**config.mk**
```make
export PLATFORM = sky130hd
export DESIGN_NAME = sac_ctrl
export DESIGN_NICKNAME = d
export VERILOG_FILES = /design/src/hw/sac_pkg.sv /design/src/hw/sac_ctrl.sv
export SDC_FILE = /design/constraint.sdc
export NUM_CORES = 1
export LEC_CHECK = 0
export ABC_CLOCK_PERIOD_IN_PS = 3500
export BUFFER_PORTS_ARGS = -buffer_cell sky130_fd_sc_hd__buf_2
export CORE_ASPECT_RATIO = 0.9
export CORE_MARGIN = 8
export CORE_UTILIZATION = 55
export CTS_CLUSTER_SIZE = 28
export DETAILED_ROUTE_END_ITERATION = 7
export PLACE_DENSITY = 0.76
export SLEW_MARGIN = 40
export SYNTH_ARGS = -nofsm -noshare
export SYNTH_HDL_FRONTEND = slang
export SYNTH_SLANG_ARGS = --single-unit
```
**constraint.sdc**
```tcl
create_clock -name core_clk -period 3.5 [get_ports core_clk]
set_clock_uncertainty 0.05 [all_clocks]
set_input_delay 0.7 -clock core_clk [delete_from_list [all_inputs] [get_ports core_clk]]
set_output_delay 0.7 -clock core_clk [all_outputs]
set_load 0.02 [all_outputs]
```
**src/hw/sac_pkg.sv**
```systemverilog
package sac_pkg;

  // ---------------------------------------------------------------
  // Register map (byte addresses)
  // ---------------------------------------------------------------
  localparam logic [7:0] RESULT0_OFS      = 8'h00;
  localparam logic [7:0] RESULT7_OFS      = 8'h1c;
  localparam logic [7:0] CONV_CONTROL_OFS = 8'h20;
  localparam logic [7:0] CHAN_ENABLE_OFS  = 8'h24;
  localparam logic [7:0] COMPARE_OFS      = 8'h28;
  localparam logic [7:0] CONV_STATUS_OFS  = 8'h30;
  localparam logic [7:0] CALIB_CONTROL_OFS = 8'h34;
  localparam logic [7:0] CLOCK_SOURCE_OFS = 8'h38;
  localparam logic [7:0] CLOCK_DIVIDE_OFS = 8'h3c;

  // ---------------------------------------------------------------
  // Field positions
  // ---------------------------------------------------------------
  localparam int RES_VALID_BIT  = 17;
  localparam int RES_OVR_BIT    = 16;
  localparam int CTL_IRQEN_BIT  = 1;
  localparam int CTL_MODE_LSB   = 2;
  localparam int CTL_TRGC_LSB   = 6;
  localparam int CTL_TRGEN_BIT  = 8;
  localparam int CTL_DIFF_BIT   = 10;
  localparam int CTL_START_BIT  = 11;
  localparam int CHE_BGAP_BIT   = 8;
  localparam int CMP_EN_BIT     = 0;
  localparam int CMP_IE_BIT     = 1;
  localparam int CMP_COND_BIT   = 2;
  localparam int CMP_CH_LSB     = 3;
  localparam int CMP_CNT_LSB    = 8;
  localparam int CMP_VAL_LSB    = 16;
  localparam int STS_END_BIT    = 0;
  localparam int STS_CMP_BIT    = 1;
  localparam int STS_BUSY_BIT   = 2;
  localparam int STS_CHAN_LSB   = 4;
  localparam int STS_FCNT_LSB   = 8;
  localparam int CAL_EN_BIT     = 0;
  localparam int CAL_DONE_BIT   = 1;

  // ---------------------------------------------------------------
  // Sizes, counts, reset values
  // ---------------------------------------------------------------
  localparam int         RES_W        = 12;
  localparam int         NUM_CH       = 8;
  localparam logic [7:0] DIFF_CH_MASK = 8'h0f;
  localparam logic [6:0] CAL_TICKS    = 7'h7f;
  localparam logic [3:0] FIFO_DEPTH   = 4'h8;
  localparam logic [3:0] FIFO_FLAG_AT = 4'h4;

  typedef enum logic [1:0] {
    SAC_SINGLE = 2'b00,
    SAC_BURST  = 2'b01,
    SAC_SSCAN  = 2'b10,
    SAC_CSCAN  = 2'b11
  } sac_mode_e;

  typedef enum logic [1:0] {
    SAC_IDLE = 2'b00,
    SAC_CAL  = 2'b01,
    SAC_REQ  = 2'b10,
    SAC_WAIT = 2'b11
  } sac_state_e;

endpackage

```
**src/hw/sac_ctrl.sv**
```systemverilog
// How it works
// - One converter, 12-bit results, eight selectable input channels.
// - Four modes: single, burst, single-cycle scan, continuous scan.
// - Start by software writing the start bit or by trigger pin edge.
// - Calibration enable runs 127 converter clocks, then sets calibration done.
// - Converter clock: one of three sources, divided by prescaler plus one.
// - Single mode converts once into that channel's result register.
// - Single-mode end sets end flag; interrupt when enabled.
// - Single mode: start bit reads one, hardware clears it at end.
// - Single mode uses only the lowest enabled channel.
// - Burst converts one channel repeatedly into an 8-deep FIFO at result 0.
// - Burst sets end flag once FIFO holds more than four samples.
// - Burst runs while start bit set; clearing it returns to idle.
// - Burst uses only the lowest enabled channel.
// - Single-cycle scan converts every enabled channel once, ascending.
// - Continuous scan repeats the ascending scan until stopped.
// - Channel 7 selects external pin or internal bandgap.
// - Eight single-ended channels or four differential pairs.
// - Each result register carries valid and overrun indicators.
// - Results compared with programmed value; optional match interrupt.
// - Unread result replaced sets overrun; a read clears overrun, and valid once no unread sample remains.
module sac_ctrl
  import sac_pkg::*;
(
  input  wire logic                     core_clk,
  input  wire logic                     rst,
  input  wire logic                     ce,
  input  wire logic                     psel,
  input  wire logic                     penable,
  input  wire logic                     pwrite,
  input  wire logic [7:0]               paddr,
  input  wire logic [31:0]              pwdata,
  output logic      [31:0]              prdata,
  output logic                          pready,
  output logic                          pslverr,
  input  wire logic                     extTrigPin,
  input  wire logic                     extClkPin,
  input  wire logic                     anaDone,
  input  wire logic [sac_pkg::RES_W-1:0] anaResult,
  output logic                          anaStart,
  output logic      [2:0]               anaChan,
  output logic                          anaCalib,
  output logic                          anaDiff,
  output logic                          anaBandgap,
  output logic                          convClkEn,
  output logic                          convIrq
);
  import sac_pkg::*;

  typedef struct packed {
    logic                      pready;
    logic                      pslverr;
    logic [31:0]               prdata;
    logic [2:0]                trigSync;
    logic [2:0]                eclkSync;
    logic                      halfTog;
    logic [7:0]                divCnt;
    logic                      tick;
    logic [1:0]                clock_source_reg;
    logic [7:0]                clock_divide_reg;
    logic                      irqEn;
    logic [1:0]                mode;
    logic [1:0]                trgCond;
    logic                      trgEn;
    logic                      diffMode;
    logic                      startBit;
    logic [7:0]                chanEn;
    logic                      bandgap;
    logic                      cmpEn;
    logic                      cmpIe;
    logic                      cmpCond;
    logic [2:0]                cmpCh;
    logic [3:0]                cmpCnt;
    logic [RES_W-1:0]          cmpVal;
    logic [3:0]                matchCnt;
    logic                      endFlag;
    logic                      cmpFlag;
    logic                      calReq;
    logic                      calDone;
    logic [6:0]                calCnt;
    logic                      calRun;
    sac_state_e                state;
    logic [2:0]                chan;
    logic                      anaStart;
    logic                      irq;
    logic [NUM_CH-1:0][RES_W-1:0] res;
    logic [NUM_CH-1:0]         resValid;
    logic [NUM_CH-1:0]         resOvr;
    logic [7:0][RES_W-1:0]     fifo;
    logic [2:0]                fifoRd;
    logic [2:0]                fifoWr;
    logic [3:0]                fifoCnt;
    logic                      fifoOvr;
  } sac_state_s;

  sac_state_s q;
  sac_state_s d;

  // Lowest enabled channel at or above a start index
  function automatic logic [3:0] sac_find(input logic [7:0] mask, input logic [3:0] from);
    logic [3:0] hit;
    hit = 4'h0;
    for (int i = NUM_CH - 1; i >= 0; i--) begin
      if (mask[i] && (4'(i) >= from)) begin
        hit = {1'b1, 3'(i)};
      end
    end
    return hit;
  endfunction

  logic [7:0]  effMask;
  logic [3:0]  firstCh;
  logic [3:0]  nextCh;
  logic        acc;
  logic        wrEn;
  logic        rdEn;
  logic        doneEv;
  logic        srcTick;
  logic        trigEdge;
  logic        cmpMatch;
  logic [4:0]  cntInc;

  // Differential operation leaves only four pairs
  assign effMask  = q.chanEn & (q.diffMode ? DIFF_CH_MASK : 8'hff);
  assign firstCh  = sac_find(effMask, 4'h0);
  assign nextCh   = sac_find(effMask, {1'b0, q.chan} + 4'h1);
  assign acc      = psel & penable;
  assign wrEn     = acc & q.pready & pwrite;
  assign rdEn     = acc & q.pready & ~pwrite;
  assign doneEv   = (q.state == SAC_WAIT) & anaDone;
  assign trigEdge = (q.trgCond[0] ? (q.trigSync[1] & ~q.trigSync[2])
                                  : (~q.trigSync[1] & q.trigSync[2]));
  assign cmpMatch = q.cmpCond ? (anaResult >= q.cmpVal) : (anaResult < q.cmpVal);
  assign cntInc   = {1'b0, q.matchCnt} + 5'h01;

  // ---------------------------------------------------------------
  // Converter clock source and prescaler
  // ---------------------------------------------------------------
  always_comb begin
    case (q.clock_source_reg)
      2'b01:   srcTick = q.halfTog;
      2'b10:   srcTick = q.eclkSync[1] & ~q.eclkSync[2];
      default: srcTick = 1'b1;
    endcase
  end

  always_comb begin
    d = q;
    d.anaStart = 1'b0;
    d.tick     = 1'b0;
    d.trigSync = {q.trigSync[1:0], extTrigPin};
    d.eclkSync = {q.eclkSync[1:0], extClkPin};
    d.halfTog  = ~q.halfTog;
    if (srcTick) begin
      if (q.divCnt >= q.clock_divide_reg) begin
        d.divCnt = 8'h00;
        d.tick   = 1'b1;
      end else begin
        d.divCnt = q.divCnt + 8'h01;
      end
    end

    // ---------------------------------------------------------------
    // APB slave: one wait state, answer registered
    // ---------------------------------------------------------------
    d.pready = acc & ~q.pready;
    if (acc & ~q.pready) begin
      d.pslverr = 1'b0;
      d.prdata  = 32'h0000_0000;
      if (paddr[1:0] != 2'b00) begin
        d.pslverr = 1'b1;
      end else if (paddr <= RESULT7_OFS) begin
        if (paddr == RESULT0_OFS && q.mode == SAC_BURST) begin
          d.prdata[RES_VALID_BIT] = q.fifoCnt != 4'h0;
          d.prdata[RES_OVR_BIT]   = q.fifoOvr;
          d.prdata[RES_W-1:0]     = q.fifo[q.fifoRd];
        end else begin
          d.prdata[RES_VALID_BIT] = q.resValid[paddr[4:2]];
          d.prdata[RES_OVR_BIT]   = q.resOvr[paddr[4:2]];
          d.prdata[RES_W-1:0]     = q.res[paddr[4:2]];
        end
      end else if (paddr == CONV_CONTROL_OFS) begin
        d.prdata[CTL_IRQEN_BIT]                 = q.irqEn;
        d.prdata[CTL_MODE_LSB+:2]               = q.mode;
        d.prdata[CTL_TRGC_LSB+:2]               = q.trgCond;
        d.prdata[CTL_TRGEN_BIT]                 = q.trgEn;
        d.prdata[CTL_DIFF_BIT]                  = q.diffMode;
        d.prdata[CTL_START_BIT]                 = q.startBit;
      end else if (paddr == CHAN_ENABLE_OFS) begin
        d.prdata[7:0]          = q.chanEn;
        d.prdata[CHE_BGAP_BIT] = q.bandgap;
      end else if (paddr == COMPARE_OFS) begin
        d.prdata[CMP_EN_BIT]         = q.cmpEn;
        d.prdata[CMP_IE_BIT]         = q.cmpIe;
        d.prdata[CMP_COND_BIT]       = q.cmpCond;
        d.prdata[CMP_CH_LSB+:3]      = q.cmpCh;
        d.prdata[CMP_CNT_LSB+:4]     = q.cmpCnt;
        d.prdata[CMP_VAL_LSB+:RES_W] = q.cmpVal;
      end else if (paddr == CONV_STATUS_OFS) begin
        d.prdata[STS_END_BIT]    = q.endFlag;
        d.prdata[STS_CMP_BIT]    = q.cmpFlag;
        d.prdata[STS_BUSY_BIT]   = q.state != SAC_IDLE;
        d.prdata[STS_CHAN_LSB+:3] = q.chan;
        d.prdata[STS_FCNT_LSB+:4] = q.fifoCnt;
      end else if (paddr == CALIB_CONTROL_OFS) begin
        d.prdata[CAL_EN_BIT]   = q.calReq;
        d.prdata[CAL_DONE_BIT] = q.calDone;
      end else if (paddr == CLOCK_SOURCE_OFS) begin
        d.prdata[1:0] = q.clock_source_reg;
      end else if (paddr == CLOCK_DIVIDE_OFS) begin
        d.prdata[7:0] = q.clock_divide_reg;
      end else begin
        d.pslverr = 1'b1;
      end
    end

    // Reads of results clear the indicators; a store below wins
    if (rdEn && paddr <= RESULT7_OFS && paddr[1:0] == 2'b00) begin
      if (paddr == RESULT0_OFS && q.mode == SAC_BURST) begin
        if (q.fifoCnt != 4'h0) begin
          d.fifoRd  = q.fifoRd + 3'h1;
          d.fifoCnt = q.fifoCnt - 4'h1;
        end
        d.fifoOvr = 1'b0;
      end else begin
        d.resValid[paddr[4:2]] = 1'b0;
        d.resOvr[paddr[4:2]]   = 1'b0;
      end
    end

    if (wrEn) begin
      if (paddr == CONV_CONTROL_OFS) begin
        d.irqEn    = pwdata[CTL_IRQEN_BIT];
        d.mode     = pwdata[CTL_MODE_LSB+:2];
        d.trgCond  = pwdata[CTL_TRGC_LSB+:2];
        d.trgEn    = pwdata[CTL_TRGEN_BIT];
        d.diffMode = pwdata[CTL_DIFF_BIT];
        d.startBit = pwdata[CTL_START_BIT];
      end else if (paddr == CHAN_ENABLE_OFS) begin
        d.chanEn  = pwdata[7:0];
        d.bandgap = pwdata[CHE_BGAP_BIT];
      end else if (paddr == COMPARE_OFS) begin
        d.cmpEn    = pwdata[CMP_EN_BIT];
        d.cmpIe    = pwdata[CMP_IE_BIT];
        d.cmpCond  = pwdata[CMP_COND_BIT];
        d.cmpCh    = pwdata[CMP_CH_LSB+:3];
        d.cmpCnt   = pwdata[CMP_CNT_LSB+:4];
        d.cmpVal   = pwdata[CMP_VAL_LSB+:RES_W];
        d.matchCnt = 4'h0;
      end else if (paddr == CONV_STATUS_OFS) begin
        d.endFlag = q.endFlag & ~pwdata[STS_END_BIT];
        d.cmpFlag = q.cmpFlag & ~pwdata[STS_CMP_BIT];
      end else if (paddr == CALIB_CONTROL_OFS && pwdata[CAL_EN_BIT]) begin
        d.calReq  = 1'b1;
        d.calDone = 1'b0;
      end else if (paddr == CLOCK_SOURCE_OFS) begin
        d.clock_source_reg = pwdata[1:0];
      end else if (paddr == CLOCK_DIVIDE_OFS) begin
        d.clock_divide_reg = pwdata[7:0];
      end
    end

    // Trigger pin only arms a sequence from idle
    if (q.trgEn && trigEdge && q.state == SAC_IDLE) begin
      d.startBit = 1'b1;
    end

    // ---------------------------------------------------------------
    // Sequencer
    // ---------------------------------------------------------------
    case (q.state)
      SAC_IDLE: begin
        if (q.calReq) begin
          d.state  = SAC_CAL;
          d.calCnt = 7'h00;
        end else if (q.startBit) begin
          if (!firstCh[3]) begin
            d.startBit = 1'b0;
          end else begin
            d.chan  = firstCh[2:0];
            d.state = SAC_REQ;
          end
        end
      end
      SAC_CAL: begin
        if (q.tick) begin
          d.calCnt = q.calCnt + 7'h01;
          if (q.calCnt == CAL_TICKS - 7'h01) begin
            d.state   = SAC_IDLE;
            d.calDone = 1'b1;
            d.calReq  = 1'b0;
          end
        end
      end
      SAC_REQ: begin
        if (!q.startBit) begin
          d.state = SAC_IDLE;
        end else if (q.tick) begin
          d.anaStart = 1'b1;
          d.state    = SAC_WAIT;
        end
      end
      SAC_WAIT: begin
        if (anaDone) begin
          // Stopping mid-scan still lets the running conversion land
          if (q.mode == SAC_BURST) begin
            if (d.fifoCnt != FIFO_DEPTH) begin
              d.fifo[q.fifoWr] = anaResult;
              d.fifoWr         = q.fifoWr + 3'h1;
              d.fifoCnt        = d.fifoCnt + 4'h1;
            end else begin
              d.fifoOvr = 1'b1;
            end
            if (d.fifoCnt > FIFO_FLAG_AT) begin
              d.endFlag = 1'b1;
            end
            d.state = q.startBit ? SAC_REQ : SAC_IDLE;
          end else begin
            d.resOvr[q.chan]   = d.resValid[q.chan];
            d.resValid[q.chan] = 1'b1;
            d.res[q.chan]      = anaResult;
            if (q.mode == SAC_SINGLE) begin
              d.endFlag  = 1'b1;
              d.startBit = 1'b0;
              d.state    = SAC_IDLE;
            end else if (nextCh[3]) begin
              d.chan  = nextCh[2:0];
              d.state = q.startBit ? SAC_REQ : SAC_IDLE;
            end else begin
              d.endFlag = 1'b1;
              if (q.mode == SAC_SSCAN) begin
                d.startBit = 1'b0;
                d.state    = SAC_IDLE;
              end else begin
                d.chan  = firstCh[2:0];
                d.state = q.startBit ? SAC_REQ : SAC_IDLE;
              end
            end
          end
          if (q.cmpEn && q.cmpCh == q.chan) begin
            if (!cmpMatch) begin
              d.matchCnt = 4'h0;
            end else if (cntInc == {1'b0, q.cmpCnt} + 5'h01) begin
              d.matchCnt = 4'h0;
              d.cmpFlag  = 1'b1;
            end else begin
              d.matchCnt = cntInc[3:0];
            end
          end
        end
      end
      default: d.state = SAC_IDLE;
    endcase

    d.calRun = d.state == SAC_CAL;
    d.irq = (q.endFlag & q.irqEn) | (q.cmpFlag & q.cmpIe);
  end

  always_ff @(posedge core_clk) begin
    if (rst) begin
      q <= '0;
    end else if (ce) begin
      q <= d;
    end
  end

  assign prdata     = q.prdata;
  assign pready     = q.pready;
  assign pslverr    = q.pslverr;
  assign anaStart   = q.anaStart;
  assign anaChan    = q.chan;
  assign anaCalib   = q.calRun;
  assign anaDiff    = q.diffMode;
  assign anaBandgap = q.bandgap;
  assign convClkEn  = q.tick;
  assign convIrq    = q.irq;
endmodule

```
==> impl_metrics.csv <==
group,metric,value,unit
cells_and_area,area_delta_synth_final,12.9,%
synthesis,synth_ff_type,"dfxtp_1",
clock_network,cts_root_buf,"clkbuf_16",
synthesis,synth_edf_count,0,
timing,max_slew_margin,44.9,%
cells_and_area,antenna_cells,0,
synthesis,synth_common_cells,"dfxtp_1 (333), nand2_1 (263), nor2_1 (250)",
synthesis,synthTopCellsByArea,"dfxtp_1 (40%), mux2i_1 (11%), mux4_2 (7.1%), nand2_1 (5.9%), nor2_1 (5.6%)",
clock_network,clk_path_buf_depth,3,
synthesis,synth_warnings,0,
floorplanning,dieArea,36200,um^2
placement,place_area,17600,um^2
critical_path,r2r-end,"q[29]$_SDFFE_PP0P_",
detailed_routing,wl_per_cell,20.5,um
floorplanning,die-height,181,um
cells_and_area,design_area,18900,um^2
floorplanning,core_area,29900,um^2
critical_path,crit_path_top_delay_cell,"dfxtp_1",
critical_path,path_cells,"inv_1 > ha_1 > nand2_1 > and4_1 > nor2_1 > inv_1 > ha_1 > nand3_1 > a211oi_2 > nor3_4 > and3_1 > buf_12 > mux2i_1 > nor2_1",
timing,fin_crit,3.26,ns
timing,period_share,93.1,%
cells_and_area,fin_util,63.1,%
critical_path,critPathTopFamily,"simple AND/OR/NAND/NOR gates",
synthesis,synth.cell_area,16700,um^2
critical_path,r2r_slack,0.24,ns
synthesis,synth.most_common_cell,"dfxtp_1",
cells_and_area,drive_above_1_share,16.2,%
clock_network,cts_resized,0,
hold_path,min_path_cells,3,
hold_path,hold_class,"in2reg",
synthesis,synthArstFlopShare,0,%
placement,gp_congestion,0.924,
clock_network,cts_made_buffers,36,
timing,hold_viol,0,
clock_network,clkTransAtPathRegs,0.06,ns
global_route,grt_max_degree,126,
timing,fmax,0.307,GHz
synthesis,synth_top_cell_by_area,"dfxtp_1",
pwr,power_per_cell_area,440,nW/um^2
placement,place.detailed.hpwl,33100,um
critical_path,setup.worst_path.class,"reg2reg",
floorplanning,die_w,200,um
critical_path,timing.critical_path.buf_inv,3,
clock_network,postCtsSetupRepairBufs,0,
critical_path,rr_worst_depth,14,
critical_path,cpPeakStageDelay,0.35,ns
hold_path,min_to,"d[305]$_SDFFE_PP0P_",
critical_path,required,3.84,ns
clock_network,clk_latency,0.52,ns
detailed_routing,drt_first_iter_violations,1633,
clock_network,clock_sinks,333,
pwr,p_leak,7.12,nW
global_route,grt_antenna_before_repair,0,
global_route,grt_pass1_wl,75400,um
clock_network,cts_tree,"yes",
synthesis,synth-seq-cells,333,
global_route,overflow,0,
synthesis,ys_seq_area_share,39.9,%
floorplanning,start_util,55.9,%
floorplanning,io_pins,104,
detailed_routing,vias,14400,
status,status,"finished clean",
timing,setup_viol,0,
global_route,track_usage,25.9,%
critical_path,r2r_start,"q[2]$_SDFFE_PP0P_",
critical_path,crit_path_start_kind,"flop",
synthesis,synth_top_area_share,39.9,%
detailed_routing,routed_wl,48400,um
synthesis,synth.distinct_cells,76,
critical_path,arrival,3.60,ns
detailed_routing,drc,0,
detailed_routing,ant_nets,0,
pwr,peakVddDrop,348,uV
timing,rsz0062_at_grt,"no",
hold_path,min_from,"extTrigPin",
timing,slew_viol_final,0,
clock_network,ctsHoldBuffers,0,
synthesis,syn_inst,1886,
critical_path,worstSetupEndpointType,"flop",
detailed_routing,firstDrtPassIters,8,
timing,tightestPinTransition,0.827,ns
synthesis,avgSynthCellArea,8.86,um^2
detailed_routing,viasPerCell,6.10,
run,maxCapViolations,0,
placement,port-buffer-count,87,
global_route,first_global_vias,13900,
floorplanning,row_count,60,
clock_network,htreeDepth,2,
critical_path,crit_fanout,12,
cells_and_area,nets,2027,
## layout by cell type (no fill, tap or decap), drive strengths merged, types with 13 or more instances in the layout
cell and count:
a211oi 14, a21oi 152, a22oi 24, a31oi 15, buf 173, clkbuf 51
dfxtp 333, ha 39, inv 47, mux2i 180, mux4 53, nand2 263
nand3 46, nand4 16, nor2 250, nor3 27, o21ai 41, xnor2 13
xor2 17
## worst max path at each step
stage | cells after the start | startpoint | end | slack [ns]
6_report | 14 | q[2]$_SDFFE_PP0P_ | q[29]$_SDFFE_PP0P_ | 0.24
3_3_place_gp | 15 | paddr[7] | q[40]$_SDFFE_PP0P_ | -0.05
4_1_cts | 15 | q[2]$_SDFFE_PP0P_ | q[83]$_SDFFE_PP0P_ | 0.30
2_1_floorplan | 14 | paddr[7] | q[73]$_SDFFE_PP0P_ | 0.04
3_5_place_dp | 16 | paddr[7] | q[83]$_SDFFE_PP0P_ | -0.17
5_1_grt | 14 | q[2]$_SDFFE_PP0P_ | q[29]$_SDFFE_PP0P_ | 0.06
## state kept, by name, summed over array words and instances (netlist names), 3 cells and up
name	flops
prdata	24
d	4
q	294
anaChan	3
## worst reg2reg max path: stages, from the launching register on
cell      delay, ns
dfxtp_1        0.35
inv_1          0.15
ha_1           0.33
nand2_1        0.24
and4_1         0.25
nor2_1         0.15
inv_1          0.06
ha_1           0.23
nand3_1        0.11
a211oi_2       0.12
nor3_4         0.33
and3_1         0.27
buf_12         0.17
mux2i_1        0.26
nor2_1         0.06
## logic make-up (layout without fill, tap and decap cells)
logic type                 count (synthesis)  after routing  synth area share, %
muxes                                    241            241                 18.5
and+or+nand+nor                          685            685                 18.2
adders and majority gates                 39             39                 2.92
DFF                                      333            333                 39.9
AOI/OAI and AO/OA                        335            335                 12.6
xor gates and xnor gates                  30             30                 1.57
buffers and inverters                    222            283                 6.27
other                                      1              8               0.0224
## stage by stage
step | worst slack, ns | power [mW] | hold slack (ns) | setup TNS, ns | std cells
2_1_floorplan | 0.0435 | 4.12 | 0.367 | 0 | 1893
3_3_place_gp | -0.0470 | 4.27 | 0.388 | -2.00 | 2292
3_5_place_dp | -0.168 | 4.27 | 0.395 | -6.92 | 2292
4_1_cts | 0.300 | 8.31 | 0.359 | 0 | 2357
5_1_grt | 0.0580 | 8.52 | 0.369 | 0 | 2357
6_report | 0.241 | 8.29 | 0.365 | 0 | 2357
## layout make-up
| cell class | count | area (um^2) |
|---|---|---|
| Timing Repair Buffer | 173 | 1210 |
| Sequential cell | 333 | 6670 |
| Clock buffer | 51 | 1070 |
| Multi-Input combinational cell | 1338 | 9040 |
| Fill cell | 2528 | 11000 |
| Inverter | 45 | 169 |
| Clock inverter | 14 | 216 |
| Tap cell | 403 | 504 |
## layer usage
layer  vias up  global-route usage (%)  part of all wire, %
met5         -                       0                    0
met4         0                    9.29                  3.1
met3       107                    5.68                  9.3
met2       630                    39.7                   45
met1      6988                    35.3                   42
li1       6654                       -                    -
## power breakdown
| part | internal (mW) | switching (mW) |
|---|---|---|
| Clock | 2.51 | 1.59 |
| Combinational | 0.112 | 0.275 |
| Sequential | 3.80 | 0.0105 |
| Total | 6.42 | 1.87 |
Power figures use the tool's default switching activity.
